### src/hdl/reset_seq_pkg.sv
/*
 * Constants shared by the reset and start-up sequencer: register map,
 * field positions, reset values, cause codes, program counter vectors
 * and timing counts.
 * Assumes a 10 MHz system clock.
 */
package reset_seq_pkg;

	// System clock
	localparam int CLK_FREQ_KHZ = 10000;

	// Power-up timer, counted in ticks of the internal timing oscillator
	localparam int POWER_UP_TIMER_TIME_MS     = 72;
	localparam int POWER_UP_TIMER_TICK_US     = 1000;
	localparam int POWER_UP_TIMER_TICKS       = POWER_UP_TIMER_TIME_MS * 1000 / POWER_UP_TIMER_TICK_US;
	localparam int POWER_UP_TIMER_WIDTH       = 16;

	// Oscillator start-up timer, counted in oscillator input cycles
	localparam int OST_CYCLES       = 1024;
	localparam int OST_WIDTH        = 11;

	// Least time a supply dip must last before it counts as a brown-out
	localparam int BOR_QUAL_US      = 100;
	localparam int BOR_QUAL_CYCLES  = (BOR_QUAL_US * CLK_FREQ_KHZ + 999) / 1000;
	localparam int BOR_WIDTH        = 12;

	// Register bus
	localparam int          ADDR_W           = 4;
	localparam int          DATA_W           = 8;
	localparam logic [3:0]  OFS_POWER_STATUS = 4'h0;
	localparam logic [3:0]  OFS_CORE_STATUS  = 4'h1;
	localparam logic [3:0]  OFS_CONFIG       = 4'h2;
	localparam logic [3:0]  OFS_WAKE_SOURCE  = 4'h3;

	// power_status fields
	localparam int          PS_BOR_BIT       = 0;
	localparam int          PS_POR_BIT       = 1;
	localparam logic [1:0]  PS_RESET         = 2'h0;

	// config fields
	localparam int          CFG_BROWNOUT_DETECT_ENABLE_BIT    = 0;
	localparam int          CFG_PWRTDIS_BIT  = 1;
	localparam int          CFG_MODE_LSB     = 2;
	localparam logic [3:0]  CFG_RESET        = 4'h5;

	// Oscillator modes held in config
	localparam logic [1:0]  MODE_LP          = 2'h0;
	localparam logic [1:0]  MODE_XT          = 2'h1;
	localparam logic [1:0]  MODE_HS          = 2'h2;
	localparam logic [1:0]  MODE_RC          = 2'h3;

	// core_status fields, laid out as in the processor status register
	localparam int          CS_TO_BIT        = 4;
	localparam int          CS_PD_BIT        = 3;

	// Cause of the last reset or wake-up
	localparam logic [2:0]  CAUSE_POR        = 3'h0;
	localparam logic [2:0]  CAUSE_BOR        = 3'h1;
	localparam logic [2:0]  CAUSE_EXTERNAL_MASTER_RESET_N_RUN   = 3'h2;
	localparam logic [2:0]  CAUSE_EXTERNAL_MASTER_RESET_N_SLEEP = 3'h3;
	localparam logic [2:0]  CAUSE_WDT_RESET  = 3'h4;
	localparam logic [2:0]  CAUSE_WDT_WAKE   = 3'h5;
	localparam logic [2:0]  CAUSE_IRQ_WAKE   = 3'h6;

	// Program counter vectors
	localparam logic [12:0] PC_RESET_VEC     = 13'h0000;
	localparam logic [12:0] PC_IRQ_VEC       = 13'h0004;

	// Register defaults applied by the core on power-on and brown-out
	localparam logic [7:0]  OPTION_DEFAULT   = 8'hFF;
	localparam logic [7:0]  TRIS_DEFAULT     = 8'hFF;
	localparam logic [7:0]  INTCTL_DEFAULT   = 8'h00;

endpackage : reset_seq_pkg

### src/hdl/reset_timeout_sequencer.sv
/*
 * Reset and start-up sequencer: qualifies brown-outs, chains the
 * power-up timer and oscillator start-up timer, tracks the reset cause,
 * the two power status bits and the time-out and power-down flags, and
 * tells the core which program counter and defaults to load.
 * Assumes arst_n is the power-on reset pulse; supply comparator, reset
 * pin, oscillator clock and timer tick are asynchronous pins.
 */
// The register offsets and strobed register access were decided locally.
`timescale 1ns/1ns

// Notes on behaviour
// - Brown-out detection acts only while the detect-enable config bit is set.
// - A supply dip lasting past the qualification time causes brown-out reset.
// - Reset holds while supply is low, then 72 ms power-up delay follows.
// - Supply low again during power-up delay re-enters brown-out, timer restarts.
// - Power-up: power-up timer after power-on pulse, then oscillator start-up timer.
// - RC mode with power-up timer disabled: reset ends with power-on pulse.
// - Delays run regardless of the pin; pin release then starts execution at once.
// - Delay per mode and cause: 72 ms and/or 1024 oscillator cycles as tabled.
// - Power status bit 0 cleared by brown-out; software sets and checks it.
// - Power status bit 1 cleared only by power-on; software sets it afterwards.
// - Time-out and power-down flags take the per-cause encoding.
// - Resets load PC 000h; wake continues, interrupt wake with GLOBAL_INTERRUPT_ENABLE loads 0004h.
// - Status reads 0001 1xxx on power-on; watchdog reset clears time-out flag.
// - Power-on and brown-out load defaults; wake-ups leave registers unchanged.
// - Interrupt wake-up leaves a flag showing the wake source.
// - Oscillator start-up timer counts 1024 cycles, crystal modes only.
// - Internal reset stays asserted while the power-up timer runs.
// - Watchdog wake-up resumes operation without loading reset values.
module reset_timeout_sequencer
	import reset_seq_pkg::*;
#(
	parameter int POWER_UP_TIMER_TICK_COUNT = POWER_UP_TIMER_TICKS,
	parameter int OST_COUNT       = OST_CYCLES,
	parameter int BOR_COUNT       = BOR_QUAL_CYCLES
) (
	input  wire logic              mclk,
	input  wire logic              arst_n,
	input  wire logic              supplyLow,
	input  wire logic              masterResetN,
	input  wire logic              oscClkIn,
	input  wire logic              pwrtTick,
	input  wire logic              wdtTimeout,
	input  wire logic              sleepReq,
	input  wire logic              irqWake,
	input  wire logic              globalIntEnable,
	input  wire logic [ADDR_W-1:0] regAddr,
	input  wire logic [DATA_W-1:0] regWrData,
	input  wire logic              regWr,
	input  wire logic              regRd,
	output logic      [DATA_W-1:0] regRdData,
	output logic                   coreResetN,
	output logic                   timeoutFlagN,
	output logic                   powerdownFlagN,
	output logic                   pcLoad,
	output logic      [12:0]       pcValue,
	output logic                   pcAdvance,
	output logic                   defaultsLoad,
	output logic      [2:0]        resetCause
);

	typedef enum logic [2:0] {
		ST_POWER_UP_TIMER,
		ST_OST,
		ST_BOR,
		ST_HOLD,
		ST_RUN,
		ST_SLEEP,
		ST_WAKE_OST
	} seq_state_e;

	seq_state_e            state_r;
	seq_state_e            stateNxt;
	logic [3:0]            syncA_r;
	logic [3:0]            syncB_r;
	logic [1:0]            edgeHist_r;
	logic                  supplyLowS;
	logic                  pinHighS;
	logic                  oscRise;
	logic                  tickRise;
	logic [BOR_WIDTH-1:0]  lowCount_r;
	logic                  borQualified;
	logic                  fromBor_r;
	logic                  pwrtDone;
	logic                  ostDone;
	logic [1:0]            powerStatus_r;
	logic [3:0]            config_r;
	logic [1:0]            wakeSource_r;
	logic                  borEnable;
	logic                  pwrtDisN;
	logic                  crystal;
	logic                  releaseNow;
	logic                  wakeNow;
	logic                  wakeIrq_r;
	logic                  irqVector;

	localparam logic [BOR_WIDTH-1:0] BOR_LAST = BOR_WIDTH'(BOR_COUNT);

	assign borEnable = config_r[CFG_BROWNOUT_DETECT_ENABLE_BIT];
	assign pwrtDisN  = config_r[CFG_PWRTDIS_BIT];
	assign crystal   = config_r[CFG_MODE_LSB +: 2] != MODE_RC;

	// Pins are asynchronous: two flip-flops before any logic looks at them
	always_ff @(posedge mclk or negedge arst_n) begin
		if (!arst_n) begin
			syncA_r <= 4'h0;
			syncB_r <= 4'h0;
		end else begin
			syncA_r <= {pwrtTick, oscClkIn, masterResetN, supplyLow};
			syncB_r <= syncA_r;
		end
	end

	always_ff @(posedge mclk or negedge arst_n) begin
		if (!arst_n) begin
			edgeHist_r <= 2'h0;
		end else begin
			edgeHist_r <= syncB_r[3:2];
		end
	end

	assign supplyLowS = syncB_r[0];
	assign pinHighS   = syncB_r[1];
	// Oscillator must run below half of mclk for every cycle to be seen
	assign oscRise    = syncB_r[2] && !edgeHist_r[0];
	assign tickRise   = syncB_r[3] && !edgeHist_r[1];

	// Dip qualification; short glitches never reach the count
	always_ff @(posedge mclk or negedge arst_n) begin
		if (!arst_n) begin
			lowCount_r <= '0;
		end else if (!borEnable || !supplyLowS) begin
			lowCount_r <= '0;
		end else if (lowCount_r != BOR_LAST) begin
			lowCount_r <= lowCount_r + BOR_WIDTH'(1);
		end
	end

	assign borQualified = borEnable && supplyLowS && lowCount_r == BOR_LAST;

	delay_counter #(
		.WIDTH (POWER_UP_TIMER_WIDTH),
		.TARGET(POWER_UP_TIMER_TICK_COUNT)
	) u_power_up_timer (
		.mclk  (mclk),
		.arst_n(arst_n),
		.run   (state_r == ST_POWER_UP_TIMER),
		.tick  (tickRise),
		.done  (pwrtDone)
	);

	delay_counter #(
		.WIDTH (OST_WIDTH),
		.TARGET(OST_COUNT)
	) u_ost (
		.mclk  (mclk),
		.arst_n(arst_n),
		.run   (state_r == ST_OST || state_r == ST_WAKE_OST),
		.tick  (oscRise),
		.done  (ostDone)
	);

	always_comb begin
		stateNxt = state_r;
		case (state_r)
			ST_POWER_UP_TIMER: begin
				if (borEnable && supplyLowS && fromBor_r) begin
					stateNxt = ST_BOR;
				end else if (borQualified) begin
					stateNxt = ST_BOR;
				end else if (pwrtDone || (pwrtDisN && !fromBor_r)) begin
					stateNxt = crystal ? ST_OST : ST_HOLD;
				end
			end
			ST_OST: begin
				if (borQualified) begin
					stateNxt = ST_BOR;
				end else if (ostDone) begin
					stateNxt = ST_HOLD;
				end
			end
			ST_BOR: begin
				if (!borEnable || !supplyLowS) begin
					stateNxt = ST_POWER_UP_TIMER;
				end
			end
			ST_HOLD: begin
				if (borQualified) begin
					stateNxt = ST_BOR;
				end else if (pinHighS) begin
					stateNxt = ST_RUN;
				end
			end
			ST_RUN: begin
				if (borQualified) begin
					stateNxt = ST_BOR;
				end else if (!pinHighS || wdtTimeout) begin
					stateNxt = ST_HOLD;
				end else if (sleepReq) begin
					stateNxt = ST_SLEEP;
				end
			end
			ST_SLEEP: begin
				if (borQualified) begin
					stateNxt = ST_BOR;
				end else if (!pinHighS) begin
					stateNxt = ST_HOLD;
				end else if (wdtTimeout || irqWake) begin
					stateNxt = crystal ? ST_WAKE_OST : ST_RUN;
				end
			end
			ST_WAKE_OST: begin
				if (borQualified) begin
					stateNxt = ST_BOR;
				end else if (!pinHighS) begin
					stateNxt = ST_HOLD;
				end else if (ostDone) begin
					stateNxt = ST_RUN;
				end
			end
			default: begin
				stateNxt = ST_POWER_UP_TIMER;
			end
		endcase
	end

	always_ff @(posedge mclk or negedge arst_n) begin
		if (!arst_n) begin
			state_r <= ST_POWER_UP_TIMER;
		end else begin
			state_r <= stateNxt;
		end
	end

	// A brown-out always forces the full power-up delay, whatever the config says
	always_ff @(posedge mclk or negedge arst_n) begin
		if (!arst_n) begin
			fromBor_r <= 1'b0;
		end else if (stateNxt == ST_BOR) begin
			fromBor_r <= 1'b1;
		end else if (stateNxt == ST_RUN) begin
			fromBor_r <= 1'b0;
		end
	end

	assign releaseNow = state_r == ST_HOLD && stateNxt == ST_RUN;
	assign wakeNow    = (state_r == ST_SLEEP || state_r == ST_WAKE_OST) && stateNxt == ST_RUN;
	// An RC wake leaves sleep in one step, before wakeIrq_r has caught up
	assign irqVector  = (state_r == ST_SLEEP ? !wdtTimeout : wakeIrq_r) && globalIntEnable;

	// Internal reset to the core
	always_ff @(posedge mclk or negedge arst_n) begin
		if (!arst_n) begin
			coreResetN <= 1'b0;
		end else begin
			coreResetN <= stateNxt == ST_RUN || stateNxt == ST_SLEEP
				|| stateNxt == ST_WAKE_OST;
		end
	end

	// Cause of the last reset or wake
	always_ff @(posedge mclk or negedge arst_n) begin
		if (!arst_n) begin
			resetCause <= CAUSE_POR;
		end else if (stateNxt == ST_BOR && state_r != ST_BOR) begin
			resetCause <= CAUSE_BOR;
		end else if (state_r == ST_RUN && stateNxt == ST_HOLD) begin
			resetCause <= wdtTimeout && pinHighS ? CAUSE_WDT_RESET : CAUSE_EXTERNAL_MASTER_RESET_N_RUN;
		end else if (state_r != ST_RUN && state_r != ST_HOLD && stateNxt == ST_HOLD
			&& state_r != ST_POWER_UP_TIMER && state_r != ST_OST) begin
			resetCause <= CAUSE_EXTERNAL_MASTER_RESET_N_SLEEP;
		end else if (state_r == ST_SLEEP && stateNxt != ST_SLEEP && stateNxt != ST_BOR
			&& stateNxt != ST_HOLD) begin
			resetCause <= wdtTimeout ? CAUSE_WDT_WAKE : CAUSE_IRQ_WAKE;
		end
	end

	// Time-out and power-down flags, active low
	always_ff @(posedge mclk or negedge arst_n) begin
		if (!arst_n) begin
			timeoutFlagN   <= 1'b1;
			powerdownFlagN <= 1'b1;
		end else if (stateNxt == ST_BOR) begin
			timeoutFlagN   <= 1'b1;
			powerdownFlagN <= 1'b1;
		end else if (state_r == ST_RUN && stateNxt == ST_HOLD && wdtTimeout && pinHighS) begin
			timeoutFlagN   <= 1'b0;
			powerdownFlagN <= 1'b1;
		end else if (state_r == ST_RUN && stateNxt == ST_SLEEP) begin
			timeoutFlagN   <= 1'b1;
			powerdownFlagN <= 1'b0;
		end else if (state_r == ST_SLEEP && stateNxt != ST_SLEEP && stateNxt != ST_BOR) begin
			timeoutFlagN   <= !(wdtTimeout && pinHighS);
			powerdownFlagN <= 1'b0;
		end
	end

	// Program counter and defaults requests; a wake-up never asks for defaults
	always_ff @(posedge mclk or negedge arst_n) begin
		if (!arst_n) begin
			pcLoad       <= 1'b0;
			pcValue      <= PC_RESET_VEC;
			pcAdvance    <= 1'b0;
			defaultsLoad <= 1'b0;
		end else begin
			pcLoad       <= releaseNow || (wakeNow && irqVector);
			pcValue      <= releaseNow ? PC_RESET_VEC : PC_IRQ_VEC;
			pcAdvance    <= wakeNow && !irqVector;
			defaultsLoad <= releaseNow;
		end
	end

	// Wake source stays readable after an interrupt wake
	always_ff @(posedge mclk or negedge arst_n) begin
		if (!arst_n) begin
			wakeIrq_r    <= 1'b0;
			wakeSource_r <= 2'h0;
		end else if (state_r == ST_SLEEP && (wdtTimeout || irqWake) && pinHighS
			&& !borQualified) begin
			wakeIrq_r    <= !wdtTimeout;
			wakeSource_r <= {wdtTimeout, !wdtTimeout};
		end
	end

	// power_status: hardware clear wins over a software write in the same cycle
	always_ff @(posedge mclk or negedge arst_n) begin
		if (!arst_n) begin
			powerStatus_r <= PS_RESET;
		end else begin
			if (regWr && regAddr == OFS_POWER_STATUS) begin
				powerStatus_r <= regWrData[1:0];
			end
			if (state_r == ST_BOR) begin
				powerStatus_r[PS_BOR_BIT] <= 1'b0;
			end
		end
	end

	// Config is kept across every reset except power-on
	always_ff @(posedge mclk or negedge arst_n) begin
		if (!arst_n) begin
			config_r <= CFG_RESET;
		end else if (regWr && regAddr == OFS_CONFIG) begin
			config_r <= regWrData[3:0];
		end
	end

	// Read data one cycle after the strobe; unmapped offsets read zero
	always_ff @(posedge mclk or negedge arst_n) begin
		if (!arst_n) begin
			regRdData <= '0;
		end else if (regRd) begin
			case (regAddr)
				OFS_POWER_STATUS: regRdData <= {6'h00, powerStatus_r};
				OFS_CORE_STATUS:  regRdData <= {3'h0, timeoutFlagN, powerdownFlagN,
					resetCause};
				OFS_CONFIG:       regRdData <= {4'h0, config_r};
				OFS_WAKE_SOURCE:  regRdData <= {6'h00, wakeSource_r};
				default:          regRdData <= '0;
			endcase
		end else begin
			regRdData <= '0;
		end
	end

endmodule : reset_timeout_sequencer

### src/hdl/delay_counter.sv
/*
 * Tick counter for one start-up delay stage.
 * Assumes tick is a one-cycle pulse on the same clock; the count
 * clears whenever run is low, so re-entering a stage restarts it.
 */
`timescale 1ns/1ns
module delay_counter #(
	parameter int WIDTH  = 16,
	parameter int TARGET = 72
) (
	input  wire logic mclk,
	input  wire logic arst_n,
	input  wire logic run,
	input  wire logic tick,
	output logic      done
);
	localparam logic [WIDTH-1:0] LAST = WIDTH'(TARGET);

	logic [WIDTH-1:0] count_r;

	always_ff @(posedge mclk or negedge arst_n) begin
		if (!arst_n) begin
			count_r <= '0;
		end else if (!run) begin
			count_r <= '0;
		end else if (tick && count_r != LAST) begin
			count_r <= count_r + WIDTH'(1);
		end
	end

	always_ff @(posedge mclk or negedge arst_n) begin
		if (!arst_n) begin
			done <= 1'b0;
		end else begin
			done <= run && (count_r == LAST);
		end
	end

endmodule : delay_counter

### config.mk
export PLATFORM = sky130hd
export DESIGN_NAME = reset_timeout_sequencer
export DESIGN_NICKNAME = d
export VERILOG_FILES = /design/src/hdl/reset_seq_pkg.sv /design/src/hdl/reset_timeout_sequencer.sv /design/src/hdl/delay_counter.sv
export SDC_FILE = /design/constraint.sdc
export NUM_CORES = 1
export LEC_CHECK = 0
export ABC_AREA = 1
export BUFFER_PORTS_ARGS = -buffer_cell sky130_fd_sc_hd__buf_2
export CAP_MARGIN = 20
export CORE_AREA = 10 10 128 130
export DETAILED_ROUTE_END_ITERATION = 8
export DIE_AREA = 0 0 138 140
export SYNTH_ARGS = -nofsm -noshare
export SYNTH_HDL_FRONTEND = slang
export SYNTH_SLANG_ARGS = --single-unit
### constraint.sdc
create_clock -name mclk -period 4.5 [get_ports mclk]
set_input_delay 0.225 -clock mclk [delete_from_list [all_inputs] [get_ports mclk]]
set_output_delay 0.225 -clock mclk [all_outputs]
set_load 0.02 [all_outputs]
# Yosys cells after proc, flatten, opt, wreduce, memory -nomap -nowiden
# Index checks and enable logic that the tools add are counted.
# classes
n_addsub	3
n_eq_ne	30
muxes	48
n_reduce_logical	60
# ops
operator	count
3-bit two-way mux	23
1-bit logical AND	33
16-bit two-way mux	2
12-bit two-way mux	2
11-bit two-way mux	2
3-bit case mux with 7 select lines	1
5-bit case mux with 4 select lines	1
3-bit == test (second input constant)	6
16-bit by 1-bit adder with 16-bit output (second input constant)	1
16-bit by 7-bit == test with 1-bit output (second input constant)	1
16-bit by 7-bit inequality test with 1-bit output (second input constant)	1
1-bit two-way mux	13
12-bit by 1-bit adder with 12-bit output (second input constant)	1
12-bit by 10-bit == test with 1-bit output (second input constant)	1
3-bit by 2-bit == test with 1-bit output (second input constant)	4
12-bit by 10-bit inequality test with 1-bit output (second input constant)	1
3-bit by 2-bit inequality test with 1-bit output (second input constant)	4
11-bit by 1-bit adder with 11-bit output (second input constant)	1
11-bit == test (second input constant)	1
11-bit inequality test (second input constant)	1
1-bit zero test	10
1-bit logical OR	9
4-bit by 2-bit == test with 1-bit output (second input constant)	2
4-bit nonzero test	2
other kinds (11)	18
# totals
reg_bits	81
input_bits	24
out_inout_bits	30
elab_cells	165

# Depth between registers and ports, before layout
# logic_depth
depth_word	15
ltp_mapped	17
depth_no_buf	17

# Hierarchy
# From an unflattened synthesis, not the netlist that was laid out.
# hier_totals
hier_cells	590
area_unflattened_um2	4461.8
# by_module_without_submodules
module	instances	cells_per_inst	area_per_inst_um2	seq_area_each_um2
reset_timeout_sequencer	1	317	2562.5	1231.2
delay_counter (u_power_up_timer)	1	166	1134.8	425.4
delay_counter (u_ost)	1	107	764.5	300.3

# Worst setup path after synthesis
# No wires, ideal clock.
# synth_timing
kind	register -> register
start	reg u_ost.count_r[0]
end	reg u_ost.count_r[8]
setup_ps	77
arrival_time_ps	1671
required_time_ps	4423
path_slack_ps	2752
path_stages_with_launch	15
path_buffers	0
period_less_slack_ps	1748
path_cell_list	dfrtp_1 > inv_1 > ha_1 > nand2_1 > nor3_1 > nand4_1 > nand3_1 > inv_1 > nor2_1 > inv_1 > nand2_1 > inv_1 > nand3_1 > o21ai_0 > a21oi_1
# synth_between
elab_chain_cells	3
word_cells_on_any_way	6
cone_classes	add/sub (1); eq/ne (2); mux (2); reduce/logical (1)
# synth_rtl
item	line	source
start, declared	delay_counter.sv:19	logic [WIDTH-1:0] count_r;
start signal, assigned	delay_counter.sv:27	count_r <= count_r + WIDTH'(1);
11-bit by 1-bit adder with 11-bit output / 11-bit inequality test (equally long branches)	delay_counter.sv:27, delay_counter.sv:26	
11-bit two-way mux / 1-bit logical AND (equally long branches)	delay_counter.sv:26	end else if (tick && count_r != LAST) begin
11-bit two-way mux / 2-bit inequality test (equally long branches)	--	
# Parallel ways exist; a longest one is shown, timed or not. The select of a mux whose other input is x is not followed.
# A chain may end at the register's enable or synchronous reset.

# Worst setup path in the final report
# layout_timing
start	reg state_r[1]
end	reg resetCause[2]
# layout_between
elab_chain_cells	11
word_cells_on_any_way	48
cone_classes	eq/ne (15); mux (21); reduce/logical (12)
# layout_rtl
item	line	source
start, declared	reset_timeout_sequencer.sv:73	seq_state_e state_r;
start signal, assigned	reset_timeout_sequencer.sv:232	state_r <= stateNxt;
3-bit two-way mux (on tied branches) (3 in series)	--	
3-bit case mux with 7 select lines (*)	reset_timeout_sequencer.sv:166	case (state_r)
named net stateNxt[1]	reset_timeout_sequencer.sv:74	seq_state_e stateNxt;
3-bit by 2-bit == test with 1-bit output	reset_timeout_sequencer.sv:268, reset_timeout_sequencer.sv:270	
1-bit logical AND	reset_timeout_sequencer.sv:270	end else if (state_r != ST_RUN && state_r != ST_HOLD && stateNxt == ST_HOLD
1-bit logical AND (2 in series)	reset_timeout_sequencer.sv:271	&& state_r != ST_POWER_UP_TIMER && state_r != ST_OST) begin
3-bit two-way mux	reset_timeout_sequencer.sv:270	
3-bit two-way mux	reset_timeout_sequencer.sv:268	end else if (state_r == ST_RUN && stateNxt == ST_HOLD) begin
3-bit two-way mux	reset_timeout_sequencer.sv:266	end else if (stateNxt == ST_BOR && state_r != ST_BOR) begin
end signal, assigned	reset_timeout_sequencer.sv:269	resetCause <= wdtTimeout && pinHighS ? CAUSE_WDT_RESET : CAUSE_EXTERNAL_MASTER_RESET_N_RUN;
end signal, assigned	reset_timeout_sequencer.sv:275	resetCause <= wdtTimeout ? CAUSE_WDT_WAKE : CAUSE_IRQ_WAKE;
end, declared	reset_timeout_sequencer.sv:60	output logic [2:0] resetCause
# Mark *: on every way through the listed nets, which the timed path passes. The rest lies on a longest branch.

==> qor.yml <==
synth_compound_area_frac: 0.106
cts_tree: "yes"
fmax_mhz: 435
synth-edff-count: 0
wirelength_microns: 8690
ioPinCount: 54
worstPathMaxFanout: 15
drtIter0Drc: 261
setup_viol: 0
yosysMostFrequentCell: "nand2_1"
max_cap_viol_count: 0
power_mw: 2.20
firstDrtPassIters: 6
timing.slew.headroom: 0.365
ys.flop_type: "dfrtp_1"
synthMuxAreaShare: 0.00833
clockRootBuffer: "clkbuf_16"
tightestPinTransition_ps: 952
area_growth_pct: 15.7
hold_viol: 0
ys_warn_count: 0
ys_seq_area_frac: 0.483
dieArea_sq_um: 19300
grt_pass1_vias: 3312
worst_setup_path_end_kind: "flop"
crit-reg2reg-launch: "state_r[1]"
grt_pass1_wl_microns: 15300
synth_area_sq_um: 4050
cts.path.max_buffers: 2
synth.avg_cell_area_sq_um: 8.03
fillCellCount: 1475
fp.dieW_microns: 138
overflow: 0
cp_slowest_cell: "nor2_1"
slowest_delay_ps: 690
fin_crit_ps: 2300
wl_per_cell_microns: 11.9
vias_per_cell: 4.62
period_share: 0.510
r2r-end: "resetCause[2]"
num-nets-final: 576
fp-row-count: 43
post_cts_resized: 0
power-per-cell-area_nw_per_um2: 469
required_ps: 4760
cts_num_sinks: 78
numPortBuffers: 34
core_sq_um: 13800
synth_adder_area_share: 0.0185
hold_ws_ps: 15.5
startpoint_type: "flop"
synth_common_cells: "nand2_1 (76), dfrtp_1 (74), inv_1 (64), nor2_1 (58), nand3_1 (40)"
num_vias: 3377
design_area_sq_um: 4690
yosys.area_share.simple: 0.274
vdd_drop_max_v: 0.000186
numCtsBuffers: 9
cts_max_level: 3
synth_top_family_by_area: "simple AND/OR/NAND/NOR gates"
drc: 0
finClkSkew_ps: 6.56
synth_cell_types: 36
placed_area_sq_um: 4370
final_util: 0.341
drv_slew: 0
path_class: "reg2reg"
ys_async_sr_fraction: 1.00
rrSetupSlack_ps: 2200
worstPathCellList: "nor2_1 -> inv_2 -> nor2_1 -> nand2_1 -> nand2_1 -> nor2_2 -> nand2_4 -> nand3_2 -> nand2_1 -> inv_2 -> nand2_2 -> nor2_1 -> nor2_2"
p_leak_nw: 2.18
die_y_microns: 140
synth-seq-cells: 78
clk_latency_ps: 330
gp_congestion: 0.868
drive_gt1_frac: 0.151
grt_usage: 0.0912
clk_pin_slew_ps: 60
arrival_ps: 2560
synth_xor_area_frac: 0.00648
crit_path_end: "resetCause[2]"
worst-r2r-cell-count: 13
status: "finished, final reports clean"
crit_path_start: "state_r[1]"
antenna_left: 0
start_util: 0.294
syn_inst: 505
tns_ps: 0
rsz0062_at_grt: "false"
grt_max_degree: 79
diodes: 0
synth_top_area_cell: "dfrtp_1"
min_path_type: "in2reg"
ys_top_cells_by_area: "dfrtp_1 (46%), nand2_1 (7.0%), inv_1 (5.9%)"
antenna_found_initial: 0
hpwl_microns: 6470
synth_top_cell_area_share: 0.457
==> layer usage <==
layer	track usage	routed length, microns	vias to the layer above
met1	0.116	4230	1571
met3	0.0277	423	6
li1	-	-	1721
met5	0	0	-
met4	0.0277	51	0
met2	0.145	3980	79
==> stage by stage <==
| stage | setup WS, ps | cells |
|---|---|---|
| floorplan | 2750 | 519 |
| global placement | 2260 | 713 |
| detailed placement | 2220 | 713 |
| CTS | 2190 | 731 |
| global route | 1950 | 731 |
| finish | 2200 | 731 |
==> power breakdown <==
group / internal (mW) / total (mW) / leakage (nW) / switching, mW
clock network: 0.445 / 0.720 / 0.142 / 0.275
registers: 0.797 / 0.864 / 1.02 / 0.0675
logic: 0.182 / 0.616 / 1.01 / 0.433
==> cell type report <==
type / instances / area [sq um] / share of cell area
clock buffer: 11 / 243 / 0.0517
clock inverter: 5 / 58.8 / 0.0125
inverter: 75 / 282 / 0.0600
multi-input combinational: 346 / 1730 / 0.370
sequential: 78 / 1960 / 0.417
tap: 180 / 225 / 0.0480
timing repair buffer: 36 / 193 / 0.0411
==> worst max-delay path, delay by kind of cell (launching register included) <==
| family | cells | cell delay [ps] |
|---|---|---|
| and+or+nand+nor | 11 | 1670 |
| DFF | 1 | 440 |
| buffers and inverters | 2 | 110 |
==> logic make-up after synthesis <==
| family | after synthesis |
|---|---|
| xor gates and xnor gates | 3 |
| DFF | 78 |
| muxes | 3 |
| and+or+nand+nor | 239 |
| adders and majority gates | 6 |
| buffers and inverters | 95 |
| AOI/OAI and AO/OA | 80 |
| other | 1 |
==> placed cells by master, fill, tap and decap left out, types with 2 or more instances in the layout <==
| cell | synthesis | final |
|---|---|---|
| a211oi_1 | 2 | 2 |
| a21oi_1 | 32 | 32 |
| buf_2 | 2 | 33 |
| clkbuf_16 | 0 | 9 |
| clkinvlp_4 | 0 | 2 |
| conb_1 | 1 | 15 |
| dfrtp_1 | 74 | 74 |
| dfstp_2 | 4 | 4 |
| dlygate4sd3_1 | 0 | 2 |
| ha_1 | 6 | 6 |
| inv_1 | 64 | 64 |
| inv_2 | 10 | 10 |
| mux2_2 | 3 | 3 |
| nand2_1 | 76 | 76 |
| nand2_2 | 5 | 5 |
| nand3_1 | 40 | 40 |
| nand3_2 | 4 | 4 |
| nand4_1 | 15 | 15 |
| nor2_1 | 58 | 58 |
| nor2_2 | 5 | 5 |
| nor3_1 | 21 | 21 |
| nor4_1 | 11 | 11 |
| o21a_1 | 4 | 4 |
| o21ai_0 | 33 | 33 |
| o21ai_1 | 3 | 3 |
| xor2_1 | 3 | 3 |
==> state kept, by name, summed over array words and instances (netlist names), 2 cells and up <==
register / count
regRdData: 5
syncA_r: 4
lowCount_r: 12
state_r: 3
config_r: 4
u_power_up_timer.count_r: 16
syncB_r: 4
u_ost.count_r: 11
resetCause: 3
powerStatus_r: 2
wakeSource_r: 2
edgeHist_r: 2
==> worst min-delay path by stage <==
stage	from	end	slack, ps	depth (start not counted)
2_1_floorplan	arst_n	config_r[1]	-70	0
3_3_place_gp	syncA_r[2]	syncB_r[2]	330	0
4_1_cts	pwrtTick	syncA_r[3]	1	1
5_1_grt	pwrtTick	syncA_r[3]	10	1
3_5_place_dp	oscClkIn	syncA_r[2]	340	1
6_report	masterResetN	syncA_r[1]	20	1
==> timing repair <==
item | CTS | global route
buffers inserted | 0 | 0
hold endpoints to repair | 2 | 0
hold buffers | 2 | 0
Power figures use the tool's default switching activity.
